$ cat src/common/acc_pkg.sv
// constants for the auxiliary control register, dual pointer and config readout
// assumes a cpu core on the same clock issues pointer ops, sfr accesses and memory reads
package acc_pkg;
  // -------------------------------------------------------------
  // auxiliary control register fields
  // -------------------------------------------------------------
  localparam int ACC_SOFT_RESET_BIT = 3;
  localparam int ACC_WIRED_ZERO_BIT = 2;
  localparam int ACC_RESERVED_BIT = 1;
  localparam int ACC_POINTER_SELECT_BIT = 0;
  localparam logic [7:0] ACC_AUX_RESET = 8'h00;
  localparam logic [7:0] ACC_AUX_WRITE_MASK = 8'hFB;
  // -------------------------------------------------------------
  // nonvolatile space addresses
  // -------------------------------------------------------------
  localparam logic [15:0] ACC_SIG_ADDR0 = 16'hFC30;
  localparam logic [15:0] ACC_SIG_ADDR1 = 16'hFC31;
  localparam logic [15:0] ACC_SIG_ADDR2 = 16'hFC60;
  localparam logic [15:0] ACC_CUST_FIRST = 16'hFCE0;
  localparam logic [15:0] ACC_CUST_LAST = 16'hFCFF;
  localparam logic [15:0] ACC_CFG1_ADDR = 16'hFD00;
  localparam logic [15:0] ACC_CFG2_ADDR = 16'hFD01;
  localparam logic [15:0] ACC_RESTART_ADDR = 16'h0000;
  localparam int ACC_CUST_DEPTH = 32;
  // -------------------------------------------------------------
  // config byte one fields
  // -------------------------------------------------------------
  localparam int ACC_CFG_WDOG_EN_BIT = 7;
  localparam int ACC_CFG_RST_PIN_DIS_BIT = 6;
  localparam int ACC_CFG_PORT_LEVEL_BIT = 5;
  localparam int ACC_CFG_BROWNOUT_V_BIT = 4;
  localparam int ACC_CFG_CLK_RATE_BIT = 3;
  localparam logic [2:0] ACC_OSC_EXTERNAL = 3'h7;
  localparam logic [2:0] ACC_OSC_INT_RC = 3'h3;
  localparam logic [2:0] ACC_OSC_LOW_XTAL = 3'h2;
  localparam logic [2:0] ACC_OSC_MED_XTAL = 3'h1;
  localparam logic [2:0] ACC_OSC_HIGH_XTAL = 3'h0;
  // -------------------------------------------------------------
  // timing
  // -------------------------------------------------------------
  localparam int ACC_SOFT_RESET_NS = 1000;
  localparam int ACC_CLK_PERIOD_NS = 10;
  localparam int ACC_SOFT_RESET_CYC = ACC_SOFT_RESET_NS / ACC_CLK_PERIOD_NS;

  typedef enum logic [2:0] {
    ACC_OSC_SEL_EXTERNAL,
    ACC_OSC_SEL_INT_RC,
    ACC_OSC_SEL_LOW,
    ACC_OSC_SEL_MEDIUM,
    ACC_OSC_SEL_HIGH,
    ACC_OSC_SEL_RESERVED
  } acc_osc_mode_t;

  typedef enum logic [1:0] {
    ACC_PTR_NONE,
    ACC_PTR_INC,
    ACC_PTR_LOAD16,
    ACC_PTR_BYTE_WR
  } acc_ptr_op_t;
endpackage : acc_pkg

$ cat src/design/acc_cust_mem.sv
// 32-byte customer data area, read only from the core, loaded by programming
// assumes the programming path writes only while the core is idle
module acc_cust_mem #(
  parameter int DEPTH = 32,
  parameter int AW = 5
) (
  input wire logic sys_clk_i,
  input wire logic clk_en_i,
  input wire logic prog_we_i,
  input wire logic [AW-1:0] prog_addr_i,
  input wire logic [7:0] prog_data_i,
  input wire logic [AW-1:0] rd_addr_i,
  output logic [7:0] rd_data_o
);
  logic [7:0] mem [DEPTH];
  logic [7:0] rd_data_ff;

  initial
  begin
    if (DEPTH != (1 << AW))
    begin
      $error("acc_cust_mem: DEPTH must equal 2**AW");
    end
  end

  always_ff @(posedge sys_clk_i)
  begin
    if (clk_en_i && prog_we_i)
    begin
      mem[prog_addr_i] <= prog_data_i;
    end
  end

  // nonvolatile contents are not cleared by reset, so no reset here
  always_ff @(posedge sys_clk_i)
  begin
    if (clk_en_i)
    begin
      rd_data_ff <= mem[rd_addr_i];
    end
  end

  assign rd_data_o = rd_data_ff;
endmodule : acc_cust_mem

$ cat src/design/acc_top.sv
// auxiliary control register, dual data pointer and nonvolatile readout
// assumes a core on sys_clk_i; all requests are same-clock single-cycle strobes
module acc_top
  import acc_pkg::*;
#(
  parameter logic [7:0] SIG_BYTE0 = 8'h11, // arbitrary value
  parameter logic [7:0] SIG_BYTE1 = 8'h22, // arbitrary value
  parameter logic [7:0] SIG_BYTE2 = 8'h33  // arbitrary value
) (
  input wire logic sys_clk_i,
  input wire logic reset_n_i,
  input wire logic clk_en_i,
  input wire logic ext_reset_i,
  input wire logic wdog_reset_i,
  input wire logic aux_wr_i,
  input wire logic [7:0] aux_wdata_i,
  input wire acc_pkg::acc_ptr_op_t ptr_op_i,
  input wire logic ptr_byte_hi_i,
  input wire logic [15:0] ptr_wdata_i,
  input wire logic [7:0] acc_offset_i,
  input wire logic code_rd_i,
  input wire logic code_from_ptr_i,
  input wire logic [15:0] code_addr_i,
  input wire logic xdata_rd_i,
  input wire logic [7:0] cfg_byte_one_i,
  input wire logic [7:0] cfg_byte_two_i,
  input wire logic prog_we_i,
  input wire logic [4:0] prog_addr_i,
  input wire logic [7:0] prog_data_i,
  input wire logic wdog_run_sw_i,
  output logic [7:0] aux_rdata_o,
  output logic [7:0] ptr_high_o,
  output logic [7:0] ptr_low_o,
  output logic [15:0] jump_addr_o,
  output logic nv_rd_valid_o,
  output logic [7:0] nv_rd_data_o,
  output logic nv_hit_o,
  output logic exec_fault_o,
  output logic sys_reset_o,
  output logic [15:0] fetch_restart_o,
  output logic wdog_run_o,
  output logic [7:0] cfg_byte_one_o,
  output acc_pkg::acc_osc_mode_t osc_mode_o
);
  import acc_pkg::*;

  // -------------------------------------------------------------
  // reset synchroniser and combined reset
  // -------------------------------------------------------------
  logic rst_meta_ff;
  logic rst_sync_ff;
  logic ext_meta_ff;
  logic ext_sync_ff;
  logic soft_rst_req;
  logic [7:0] rst_cnt_ff;
  logic sys_reset_ff;
  logic core_rst;

  always_ff @(posedge sys_clk_i or negedge reset_n_i)
  begin
    if (!reset_n_i)
    begin
      rst_meta_ff <= 1'b0;
      rst_sync_ff <= 1'b0;
    end
    else
    begin
      rst_meta_ff <= 1'b1;
      rst_sync_ff <= rst_meta_ff;
    end
  end

  // external reset is a pin, so it is synchronised before use
  always_ff @(posedge sys_clk_i or negedge reset_n_i)
  begin
    if (!reset_n_i)
    begin
      ext_meta_ff <= 1'b0;
      ext_sync_ff <= 1'b0;
    end
    else if (clk_en_i)
    begin
      ext_meta_ff <= ext_reset_i;
      ext_sync_ff <= ext_meta_ff;
    end
  end

  assign soft_rst_req = aux_wr_i && aux_wdata_i[ACC_SOFT_RESET_BIT];

  // all three sources share one stretch counter, so their effects are identical
  always_ff @(posedge sys_clk_i or negedge rst_sync_ff)
  begin
    if (!rst_sync_ff)
    begin
      rst_cnt_ff <= 8'(ACC_SOFT_RESET_CYC);
      sys_reset_ff <= 1'b1;
    end
    else if (clk_en_i)
    begin
      if (soft_rst_req || ext_sync_ff || wdog_reset_i)
      begin
        rst_cnt_ff <= 8'(ACC_SOFT_RESET_CYC);
        sys_reset_ff <= 1'b1;
      end
      else if (rst_cnt_ff != 8'h00)
      begin
        rst_cnt_ff <= rst_cnt_ff - 8'h01;
        sys_reset_ff <= 1'b1;
      end
      else
      begin
        sys_reset_ff <= 1'b0;
      end
    end
  end

  assign core_rst = sys_reset_ff;

  // -------------------------------------------------------------
  // auxiliary control register
  // -------------------------------------------------------------
  logic [7:0] aux_ff;
  logic [7:0] nxt_aux;
  logic sel;

  // write mask keeps bit 2 at zero; bit 3 never stores since it resets at once
  always_comb
  begin
    nxt_aux = aux_wdata_i & ACC_AUX_WRITE_MASK;
    nxt_aux[ACC_SOFT_RESET_BIT] = 1'b0;
  end

  always_ff @(posedge sys_clk_i or negedge rst_sync_ff)
  begin
    if (!rst_sync_ff)
    begin
      aux_ff <= ACC_AUX_RESET;
    end
    else if (clk_en_i)
    begin
      if (core_rst)
      begin
        aux_ff <= ACC_AUX_RESET;
      end
      else if (aux_wr_i && !soft_rst_req)
      begin
        aux_ff <= nxt_aux;
      end
    end
  end

  assign sel = aux_ff[ACC_POINTER_SELECT_BIT];

  // -------------------------------------------------------------
  // dual data pointer
  // -------------------------------------------------------------
  logic [15:0] ptr_ff [2];

  // outside reset only the selected entry changes; the other simply holds
  always_ff @(posedge sys_clk_i or negedge rst_sync_ff)
  begin
    if (!rst_sync_ff)
    begin
      ptr_ff[0] <= 16'h0000;
      ptr_ff[1] <= 16'h0000;
    end
    else if (clk_en_i)
    begin
      if (core_rst)
      begin
        ptr_ff[0] <= 16'h0000;
        ptr_ff[1] <= 16'h0000;
      end
      else
      begin
        unique case (ptr_op_i)
          ACC_PTR_NONE: ;
          ACC_PTR_INC: ptr_ff[sel] <= ptr_ff[sel] + 16'h0001;
          ACC_PTR_LOAD16: ptr_ff[sel] <= ptr_wdata_i;
          ACC_PTR_BYTE_WR:
          begin
            if (ptr_byte_hi_i)
            begin
              ptr_ff[sel][15:8] <= ptr_wdata_i[7:0];
            end
            else
            begin
              ptr_ff[sel][7:0] <= ptr_wdata_i[7:0];
            end
          end
        endcase
      end
    end
  end

  // -------------------------------------------------------------
  // nonvolatile readout
  // -------------------------------------------------------------
  logic [15:0] rd_addr;
  logic [15:0] ptr_sum;
  logic [7:0] cfg1_ff;
  logic [7:0] cfg2_ff;
  logic cfg_loaded_ff;
  logic [7:0] cust_data;
  logic cust_sel_ff;
  logic [7:0] nv_data_ff;
  logic nv_valid_ff;
  logic nv_hit_ff;
  logic fault_ff;
  logic in_cust;

  function automatic logic [15:0] acc_offset_add(input logic [15:0] base, input logic [7:0] off);
    acc_offset_add = base + {8'h00, off};
  endfunction : acc_offset_add

  assign ptr_sum = acc_offset_add(ptr_ff[sel], acc_offset_i);
  assign rd_addr = xdata_rd_i ? ptr_ff[sel] : (code_from_ptr_i ? ptr_sum : code_addr_i);
  assign in_cust = (rd_addr >= ACC_CUST_FIRST) && (rd_addr <= ACC_CUST_LAST);

  acc_cust_mem #(
    .DEPTH(ACC_CUST_DEPTH),
    .AW(5)
  ) u_cust (
    .sys_clk_i(sys_clk_i),
    .clk_en_i(clk_en_i),
    .prog_we_i(prog_we_i),
    .prog_addr_i(prog_addr_i),
    .prog_data_i(prog_data_i),
    .rd_addr_i(rd_addr[4:0]),
    .rd_data_o(cust_data)
  );

  // config bytes are captured once after power-up release; later resets keep them
  always_ff @(posedge sys_clk_i or negedge rst_sync_ff)
  begin
    if (!rst_sync_ff)
    begin
      cfg1_ff <= 8'h00;
      cfg2_ff <= 8'h00;
      cfg_loaded_ff <= 1'b0;
    end
    else if (clk_en_i && !cfg_loaded_ff)
    begin
      cfg1_ff <= cfg_byte_one_i;
      cfg2_ff <= cfg_byte_two_i;
      cfg_loaded_ff <= 1'b1;
    end
  end

  always_ff @(posedge sys_clk_i or negedge rst_sync_ff)
  begin
    if (!rst_sync_ff)
    begin
      nv_data_ff <= 8'h00;
      nv_valid_ff <= 1'b0;
      nv_hit_ff <= 1'b0;
      cust_sel_ff <= 1'b0;
      fault_ff <= 1'b0;
    end
    else if (clk_en_i)
    begin
      nv_valid_ff <= code_rd_i || xdata_rd_i;
      cust_sel_ff <= code_rd_i && !xdata_rd_i && in_cust;
      fault_ff <= code_rd_i && !code_from_ptr_i && in_cust;
      nv_hit_ff <= 1'b0;
      nv_data_ff <= 8'h00;
      if (xdata_rd_i)
      begin
        if (rd_addr == ACC_CFG1_ADDR)
        begin
          nv_data_ff <= cfg1_ff;
          nv_hit_ff <= 1'b1;
        end
        else if (rd_addr == ACC_CFG2_ADDR)
        begin
          nv_data_ff <= cfg2_ff;
          nv_hit_ff <= 1'b1;
        end
      end
      else if (code_rd_i)
      begin
        nv_hit_ff <= in_cust || rd_addr == ACC_SIG_ADDR0 || rd_addr == ACC_SIG_ADDR1
                     || rd_addr == ACC_SIG_ADDR2;
        if (rd_addr == ACC_SIG_ADDR0)
        begin
          nv_data_ff <= SIG_BYTE0;
        end
        else if (rd_addr == ACC_SIG_ADDR1)
        begin
          nv_data_ff <= SIG_BYTE1;
        end
        else if (rd_addr == ACC_SIG_ADDR2)
        begin
          nv_data_ff <= SIG_BYTE2;
        end
      end
    end
  end

  // -------------------------------------------------------------
  // registered outputs
  // -------------------------------------------------------------
  logic [15:0] jump_ff;
  logic wdog_run_ff;
  acc_osc_mode_t osc_ff;

  function automatic acc_osc_mode_t acc_osc_decode(input logic [2:0] code);
    unique case (code)
      ACC_OSC_EXTERNAL: acc_osc_decode = ACC_OSC_SEL_EXTERNAL;
      ACC_OSC_INT_RC: acc_osc_decode = ACC_OSC_SEL_INT_RC;
      ACC_OSC_LOW_XTAL: acc_osc_decode = ACC_OSC_SEL_LOW;
      ACC_OSC_MED_XTAL: acc_osc_decode = ACC_OSC_SEL_MEDIUM;
      ACC_OSC_HIGH_XTAL: acc_osc_decode = ACC_OSC_SEL_HIGH;
      default: acc_osc_decode = ACC_OSC_SEL_RESERVED;
    endcase
  endfunction : acc_osc_decode

  always_ff @(posedge sys_clk_i or negedge rst_sync_ff)
  begin
    if (!rst_sync_ff)
    begin
      jump_ff <= 16'h0000;
      wdog_run_ff <= 1'b0;
      osc_ff <= ACC_OSC_SEL_EXTERNAL;
    end
    else if (clk_en_i)
    begin
      jump_ff <= ptr_sum;
      wdog_run_ff <= wdog_run_sw_i || cfg1_ff[ACC_CFG_WDOG_EN_BIT];
      osc_ff <= acc_osc_decode(cfg1_ff[2:0]);
    end
  end

  // sfr read views; bit 2 and the unselected pointer never appear
  assign aux_rdata_o = aux_ff;
  assign ptr_high_o = ptr_ff[sel][15:8];
  assign ptr_low_o = ptr_ff[sel][7:0];
  assign jump_addr_o = jump_ff;
  assign nv_rd_valid_o = nv_valid_ff;
  assign nv_rd_data_o = cust_sel_ff ? cust_data : nv_data_ff;
  assign nv_hit_o = nv_hit_ff;
  assign exec_fault_o = fault_ff;
  assign sys_reset_o = sys_reset_ff;
  assign fetch_restart_o = ACC_RESTART_ADDR;
  assign wdog_run_o = wdog_run_ff;
  assign cfg_byte_one_o = cfg1_ff;
  assign osc_mode_o = osc_ff;
endmodule : acc_top

$ cat config.mk
export PLATFORM = sky130hd
export DESIGN_NAME = acc_top
export DESIGN_NICKNAME = d
export VERILOG_FILES = /design/src/common/acc_pkg.sv /design/src/design/acc_cust_mem.sv /design/src/design/acc_top.sv
export SDC_FILE = /design/constraint.sdc
export NUM_CORES = 1
export LEC_CHECK = 0
export ABC_CLOCK_PERIOD_IN_PS = 3960
export BUFFER_PORTS_ARGS = -buffer_cell sky130_fd_sc_hd__buf_2
export CAP_MARGIN = 40
export CORE_AREA = 2 2 173 175
export DETAILED_ROUTE_END_ITERATION = 6
export DIE_AREA = 0 0 175 177
export GPL_TIMING_DRIVEN = 0
export PLACE_DENSITY_LB_ADDON = 0.12
export SKIP_LAST_GASP = 1
export SYNTH_ARGS = -nofsm -noshare
export SYNTH_HDL_FRONTEND = slang
export SYNTH_SLANG_ARGS = --single-unit
$ cat constraint.sdc
create_clock -name sys_clk_i -period 3.96 [get_ports sys_clk_i]
set_input_delay 0.396 -clock sys_clk_i [delete_from_list [all_inputs] [get_ports sys_clk_i]]
set_output_delay 0.396 -clock sys_clk_i [all_outputs]
set_load 0.03 [all_outputs]
==> metrics, run 1 <==
outcome=complete, but fails checks; starting density of the core=between 50% and 60%; worst skew pair latency=~0.53 ns; worst-margin pin slew=between 0.8 and 0.9 ns; DP Wirelength=30300 um; synthesized flop and latch total=approximately 360; H-Tree Depth=2; drt first pass iters=7; row count=63; CTS tree=done; Leak Pwr=7.43 nW; port bufs=149; final hold vios=0; Startpoint Class=flop; fmax=0.259 GHz; failing checks=design-rule violations; Post-synth EDFFs=264; cell accounting for the most synthesized area=edfxtp_1; setup TNS=0 ns; grt ovf=0; fin crit period=3.87 ns; FFs w/ async S/R, synth=around 27%; worst hold path type=input pin to flop; routed via count=11.5k; Critical Path Max Stage Delay=0.40 ns; clock sink total=364; GRT Util Overall=28.3%; clock slew at reported path FFs=0.07 ns; Final Power=between 0.009 and 0.01 W; routability cong.=0.922; area of the core=29200 sq um; DIE AREA=31000 sq um; FF-to-FF Start=aux_rdata_o[0]; number of setup violations in the final report=0; max-cap viol count=0; DRC Markers=7; antenna viol nets, final=0; first-pass GRT wire length=66000 um; Worst Setup End Kind=flop; Yosys cell types=83; slowest CP cell=fa_1; Wirelength per Cell=23.8 um; final net count=1538; Critical Path AT=4.11 ns; RSZ-0062 raised after global routing=true; Reg area=10400 sq um; die width=between 150 and 200 um; Setup Crit Path Kind=flop to flop; CTS Root Cell=clkbuf_16; initial antenna violation count=1; IO Count=171; 1st-iter DRT viols=1361; chip height=approximately 180 um; Worst slew margin=roughly two fifths; power density over the cells=461 nW/um^2; fin cells=around 1.9k; commonest non-fill, non-tap cell in the layout=edfxtp_1; largest net degree at the start of global routing=53; sequential area share after synthesis=roughly three fifths; filler cell count=between 2k and 2.5k; crit path max fanout=10; cell family with most CP delay=multiplexers; clk buf depth=3; CP required=4.20 ns; Total Wirelength=between 40000 and 50000 um; share of layout cells above drive strength 1=29.8%; ys flop type=edfxtp_1; Critical path buffers and inverters=5; Critical Path Start=aux_rdata_o[0]; cell count after synthesis=between 1k and 1.5k; Slew Limit Fails=0; Worst IR Drop VDD=roughly 0.00045 V; Setup Skew=approximately 0.018 ns; CTS buffer count=39; YS warnings=0; hold path start=cfg_byte_one_i[2]; commonest non-fill, non-tap cells in the layout=edfxtp_1, buf_2, dfrtp_1, nand2_1, nor2_1; area of the multi-input gates=6300 sq um; synth top area cells=edfxtp_1, dfrtp_1, mux4_2; vias in the first global route=11.3k; Cell Chain, Critical Path=buf_6 > mux2_4 > ha_1 > inv_1 > fa_1 > inv_1 > mux2i_1 > o21ai_2 > clkbuf_8 > buf_4 > mux4_2 > mux2i_1 > nand2_1 > o211ai_1 > o21ai_0; Placed Cells=1777; Mapped Area=17000 sq um; synth-to-layout area growth=16.9%; area share of the largest cell type after synthesis=46.6%; Avg Cell Area, Syn=approximately 14 sq um; vias per std cell=~6.2; Final Cycle Share=a little over nine tenths
## final timing paths
path	to	slack (ns)	depth (start not counted)
max in group asynchronous	rst_cnt_ff[6]	2.86	1
worst max-delay path	u_cust.rd_data_o[0]	0.09	15
worst min register to register	rst_sync_ff	0.35	0
worst min-delay path	cfg_byte_one_o[2]	0.08	3
worst max register to register	u_cust.rd_data_o[0]	0.09	15
min in group asynchronous	ext_meta_ff	0.21	2
## cell usage after synthesis (10+ instances only)
| library cell | count |
|---|---|
| edfxtp_1 | 264 |
| dfrtp_1 | 96 |
| nor2_1 | 86 |
| nand2_1 | 85 |
| o21ai_0 | 75 |
| mux4_2 | 64 |
| mux2_2 | 63 |
| a21oi_1 | 55 |
| clkbuf_1 | 39 |
| mux2i_1 | 36 |
| inv_1 | 27 |
| buf_4 | 22 |
| xnor2_1 | 21 |
| o211ai_1 | 13 |
| a22o_1 | 12 |
| ha_1 | 12 |
| nand2b_1 | 12 |
| nand3_1 | 12 |
| nand4_1 | 12 |
| nor2b_1 | 12 |
| a22oi_1 | 11 |
| buf_1 | 10 |
## metal layers
layer,global-route usage (%),routed length [um]
met4,9.24,1250
met1,38.6,17900
met3,4.02,3430
met5,0,0
met2,47.8,21400
## what timing repair did
item	in CTS	in global routing
endpoints found under the hold margin	4	0
hold buffers	1	0
setup buffers	3	1
gates resized for setup	47	22
pin swaps	1	4
setup endpoints to repair	19	18
## kinds of logic after synthesis
group / Yosys count / synth area share, %
flops: 364 / 61.4
simple gates: 280 / 8.22
compound gates: 256 / 10.0
mux: 165 / 14.9
buf+inv: 108 / 2.96
xor+xnor: 26 / 1.34
fa+ha+maj: 14 / 1.06
other cells: 2 / 0.0442
## registers in the layout (all words and copies together) (netlist names)
register and flops:
cfg_byte_one_o 8, nv_rd_valid_o 1, ext_sync_ff 1, aux_rdata_o 6
osc_mode_o 3, cfg_loaded_ff 1, rst_meta_ff 1, cust_sel_ff 1
u_cust.rd_data_o 8, jump_addr_o 16, ptr_ff 32, exec_fault_o 1
rst_cnt_ff 8, wdog_run_o 1, cfg2_ff 8, u_cust.mem 256
nv_data_ff 8, nv_hit_o 1, ext_meta_ff 1, rst_sync_ff 1
sys_reset_o 1
## worst register-to-register path, cell delays in order, from the launching register on
cell and delay [ns]:
dfrtp_1 0.37, buf_6 0.19, mux2_4 0.38, ha_1 0.25, inv_1 0.08, fa_1 0.40, inv_1 0.13, mux2i_1 0.13
o21ai_2 0.18, clkbuf_8 0.23, buf_4 0.23, mux4_2 0.32, mux2i_1 0.30, nand2_1 0.11, o211ai_1 0.11, o21ai_0 0.16
## per-stage QoR
| stage | util, % | setup slack (ns) | area [sq um] | hold WS (ns) |
|---|---|---|---|---|
| floorplan | - | 0.000634 | 17100 | 0.100 |
| global placement | 62.6 | -0.807 | 18300 | 0.209 |
| detailed placement | 62.8 | -0.842 | 18400 | 0.210 |
| CTS | 67.7 | -0.0108 | 19800 | 0.0789 |
| global route | 68.0 | -0.0269 | 19900 | 0.102 |
| finish | 68.0 | 0.0929 | 19900 | 0.0835 |
## report_power, final
| part | internal [W] | switching [W] | leakage, nW |
|---|---|---|---|
| Combinational | 0.000543 | 0.000838 | 3.15 |
| Sequential | 0.00423 | 0.0000865 | 3.68 |
| Clock | 0.00199 | 0.00148 | 0.604 |
## cell type report
class | instances | share of cell area, %
sequential | 364 | 52.5
inverter | 30 | 0.567
clock buffer | 47 | 5.16
clock inverter | 23 | 0.925
antenna | 1 | 0.0126
buffer | 78 | 2.30
tap | 390 | 2.46
multi-input combinational | 760 | 31.7
timing repair buffer | 161 | 4.33
No activity file was read; power rests on OpenSTA's default activity.
==> run 2, diff against run 1 <==
--- a/config.mk
+++ b/config.mk
@@ -6,12 +6,13 @@
 export NUM_CORES = 1
 export LEC_CHECK = 0
 export ABC_CLOCK_PERIOD_IN_PS = 3960
-export BUFFER_PORTS_ARGS = -buffer_cell sky130_fd_sc_hd__buf_2
 export CAP_MARGIN = 40
-export CORE_AREA = 2 2 173 175
+export CORE_AREA = 2 2 172 174
 export DETAILED_ROUTE_END_ITERATION = 6
-export DIE_AREA = 0 0 175 177
+export DIE_AREA = 0 0 174 176
+export DONT_BUFFER_PORTS = 1
 export GPL_TIMING_DRIVEN = 0
+export MAX_ROUTING_LAYER = met4
 export PLACE_DENSITY_LB_ADDON = 0.12
 export SKIP_LAST_GASP = 1
 export SYNTH_ARGS = -nofsm -noshare
==> metrics, run 2 (synthesis results as in run 1) <==
commonest non-fill, non-tap cells in the layout=edfxtp_1, dfrtp_1, nor2_1, nand2_1, o21ai_0; outcome=complete, but fails checks; clock sink total=364 (unchanged); final hold vios=0 (unchanged); row count=62 (-1.6%); CTS Root Cell=clkbuf_16; final worst slack=-0.0622 ns (-0.155 ns); number of flip-flops in the largest register=256 (unchanged); crit path max fanout=7 (-3); RSZ-0062 raised after global routing=true; Final Cycle Share=102% (+3.9 points); routed via count=11.1k (-3.9%); worst skew pair latency=0.54 ns (about the same); fin area=19700 sq um (-0.79%); Final Power=0.00924 W (+0.87%); Setup Skew=0.0114 ns (-0.00621 ns); power density over the cells=469 nW/um^2 (+1.7%); starting density of the core=59.5% (+1.4 points); drt first pass iters=7 (unchanged); initial antenna violation count=1 (unchanged); chip height=176 um (-0.56%); worst-margin pin slew=0.866 ns (-0.000642 ns); Critical Path AT=4.44 ns (+0.33 ns); grt ovf=0 (unchanged); H-Tree Depth=2 (unchanged); Placed Cells=1623 (-8.7%); IO Count=171 (unchanged); largest reg by FF count=u_cust.mem; setup TNS=-0.232 ns (-0.232 ns); Wirelength per Cell=25.7 um (+8.0%); synth-to-layout area growth=16.0%; post-place instance area=17600 sq um (-4.1%); GRT Util Overall=30.0% (+1.6 points); CTS tree=done; number of setup violations in the final report=4 (+4); commonest non-fill, non-tap cell in the layout=edfxtp_1; largest net degree at the start of global routing=54 (+1.9%); area of the core=28500 sq um (-2.4%); vias in the first global route=11.0k (-3.0%); DP Wirelength=30200 um (-0.29%); routability cong.=0.933 (+1.2%); CP required=4.37 ns (+0.17 ns); DRC Markers=4 (-3); r2r setup slk=-0.06 ns (-0.16 ns); fmax=0.249 GHz (-3.9%); port bufs=0 (-100%); Setup Crit Path Kind=flop to flop; Total Wirelength=44400 um (+0.72%); fin cells=1729 (-6.7%); 1st-iter DRT viols=1119 (-18%); clock slew at reported path FFs=0.07 ns (about the same); antenna viol nets, final=0 (unchanged); clk buf depth=3 (unchanged); Worst IR Drop VDD=0.000467 V (+4.0%); die width=174 um (-0.57%); DIE AREA=30600 sq um (-1.1%); vias per std cell=6.40 (+3.1%); failing checks=design-rule violations, negative setup slack; first-pass GRT wire length=67400 um (+2.2%); Startpoint Class=flop; Worst Setup End Kind=flop; Worst slew margin=42.1% (+1.5 points); Slew Limit Fails=0 (unchanged); CTS buffer count=39 (unchanged); Leak Pwr=7.00 nW (-5.8%); share of layout cells above drive strength 1=24.4% (-5.4 points); max-cap viol count=0 (unchanged); fin crit period=4.02 ns (+0.155 ns); final net count=1419 (-7.7%); worst hold path type=input pin to flop
run 2: stage by stage:
stage | util, % | hold slack [ns] | worst slack (ns)
detailed placement | 61.7 | 0.101 | -1.25
global placement | 61.5 | 0.101 | -1.21
global route | 69.1 | 0.00199 | -0.119
CTS | 68.1 | 0.00830 | -0.0258
floorplan | - | 0.100 | 0.000634
finish | 69.1 | 0.0183 | -0.0622
run 2: layout make-up:
| type | count | area (sq um) |
|---|---|---|
| Clock buffer | 48 | 1010 |
| Sequential cell | 364 | 10400 |
| Multi-Input combinational cell | 760 | 6470 |
| Buffer | 78 | 498 |
| Fill cell | 1992 | 8830 |
| Tap cell | 384 | 480 |
| Timing Repair Buffer | 42 | 470 |
| Clock inverter | 22 | 231 |
| Antenna cell | 1 | 2.50 |
| Inverter | 30 | 116 |
run 2: worst paths after layout:
| path | start | endpoint | cells after the start |
|---|---|---|---|
| hold / removal | cfg_byte_two_i[7] | cfg2_ff[7] | 1 |
| hold reg to reg | rst_sync_ff | jump_addr_o[1] | 0 |
| min in group asynchronous | reset_n_i | rst_sync_ff | 1 |
| setup reg to reg | aux_rdata_o[0] | nv_data_ff[4] | 13 |
| setup / recovery | aux_rdata_o[0] | nv_data_ff[4] | 13 |
| max in group asynchronous | rst_sync_ff | ptr_ff[16] | 1 |
run 2: per-layer routing:
metal	track usage (%)	share of wire, %
met5	-	0
met4	8.19	3.0
met3	5.36	8.3
met2	48.8	49
met1	39.5	40
run 2: report_power, final:
part	leakage, nW	internal [W]	total [W]	switching, W
sequential	3.68	0.00422	0.00441	0.000188
combinational	2.72	0.000543	0.00127	0.000723
clock	0.606	0.00209	0.00356	0.00148
total	7.00	0.00685	0.00924	0.00239
run 2: worst max-delay path, stage by stage, from the launching register on:
cell and delay [ns]:
dfrtp_2 0.48, buf_12 0.16, buf_4 0.11, mux2_2 0.47, ha_1 0.44, o21ai_2 0.12
or4b_4 0.53, a21o_4 0.25, or3_4 0.33, a221o_1 0.43, nand4_1 0.21, buf_4 0.17
nor4_4 0.04, nand2b_1 0.16
run 2: timing repair:
action                                  CTS  global route
endpoints found under the setup margin   19            19
resized for setup                        81            30
pin swaps                                 6            18
hold endpoints to repair                271             0
hold buffers                             13             0
buffers inserted                          9            11
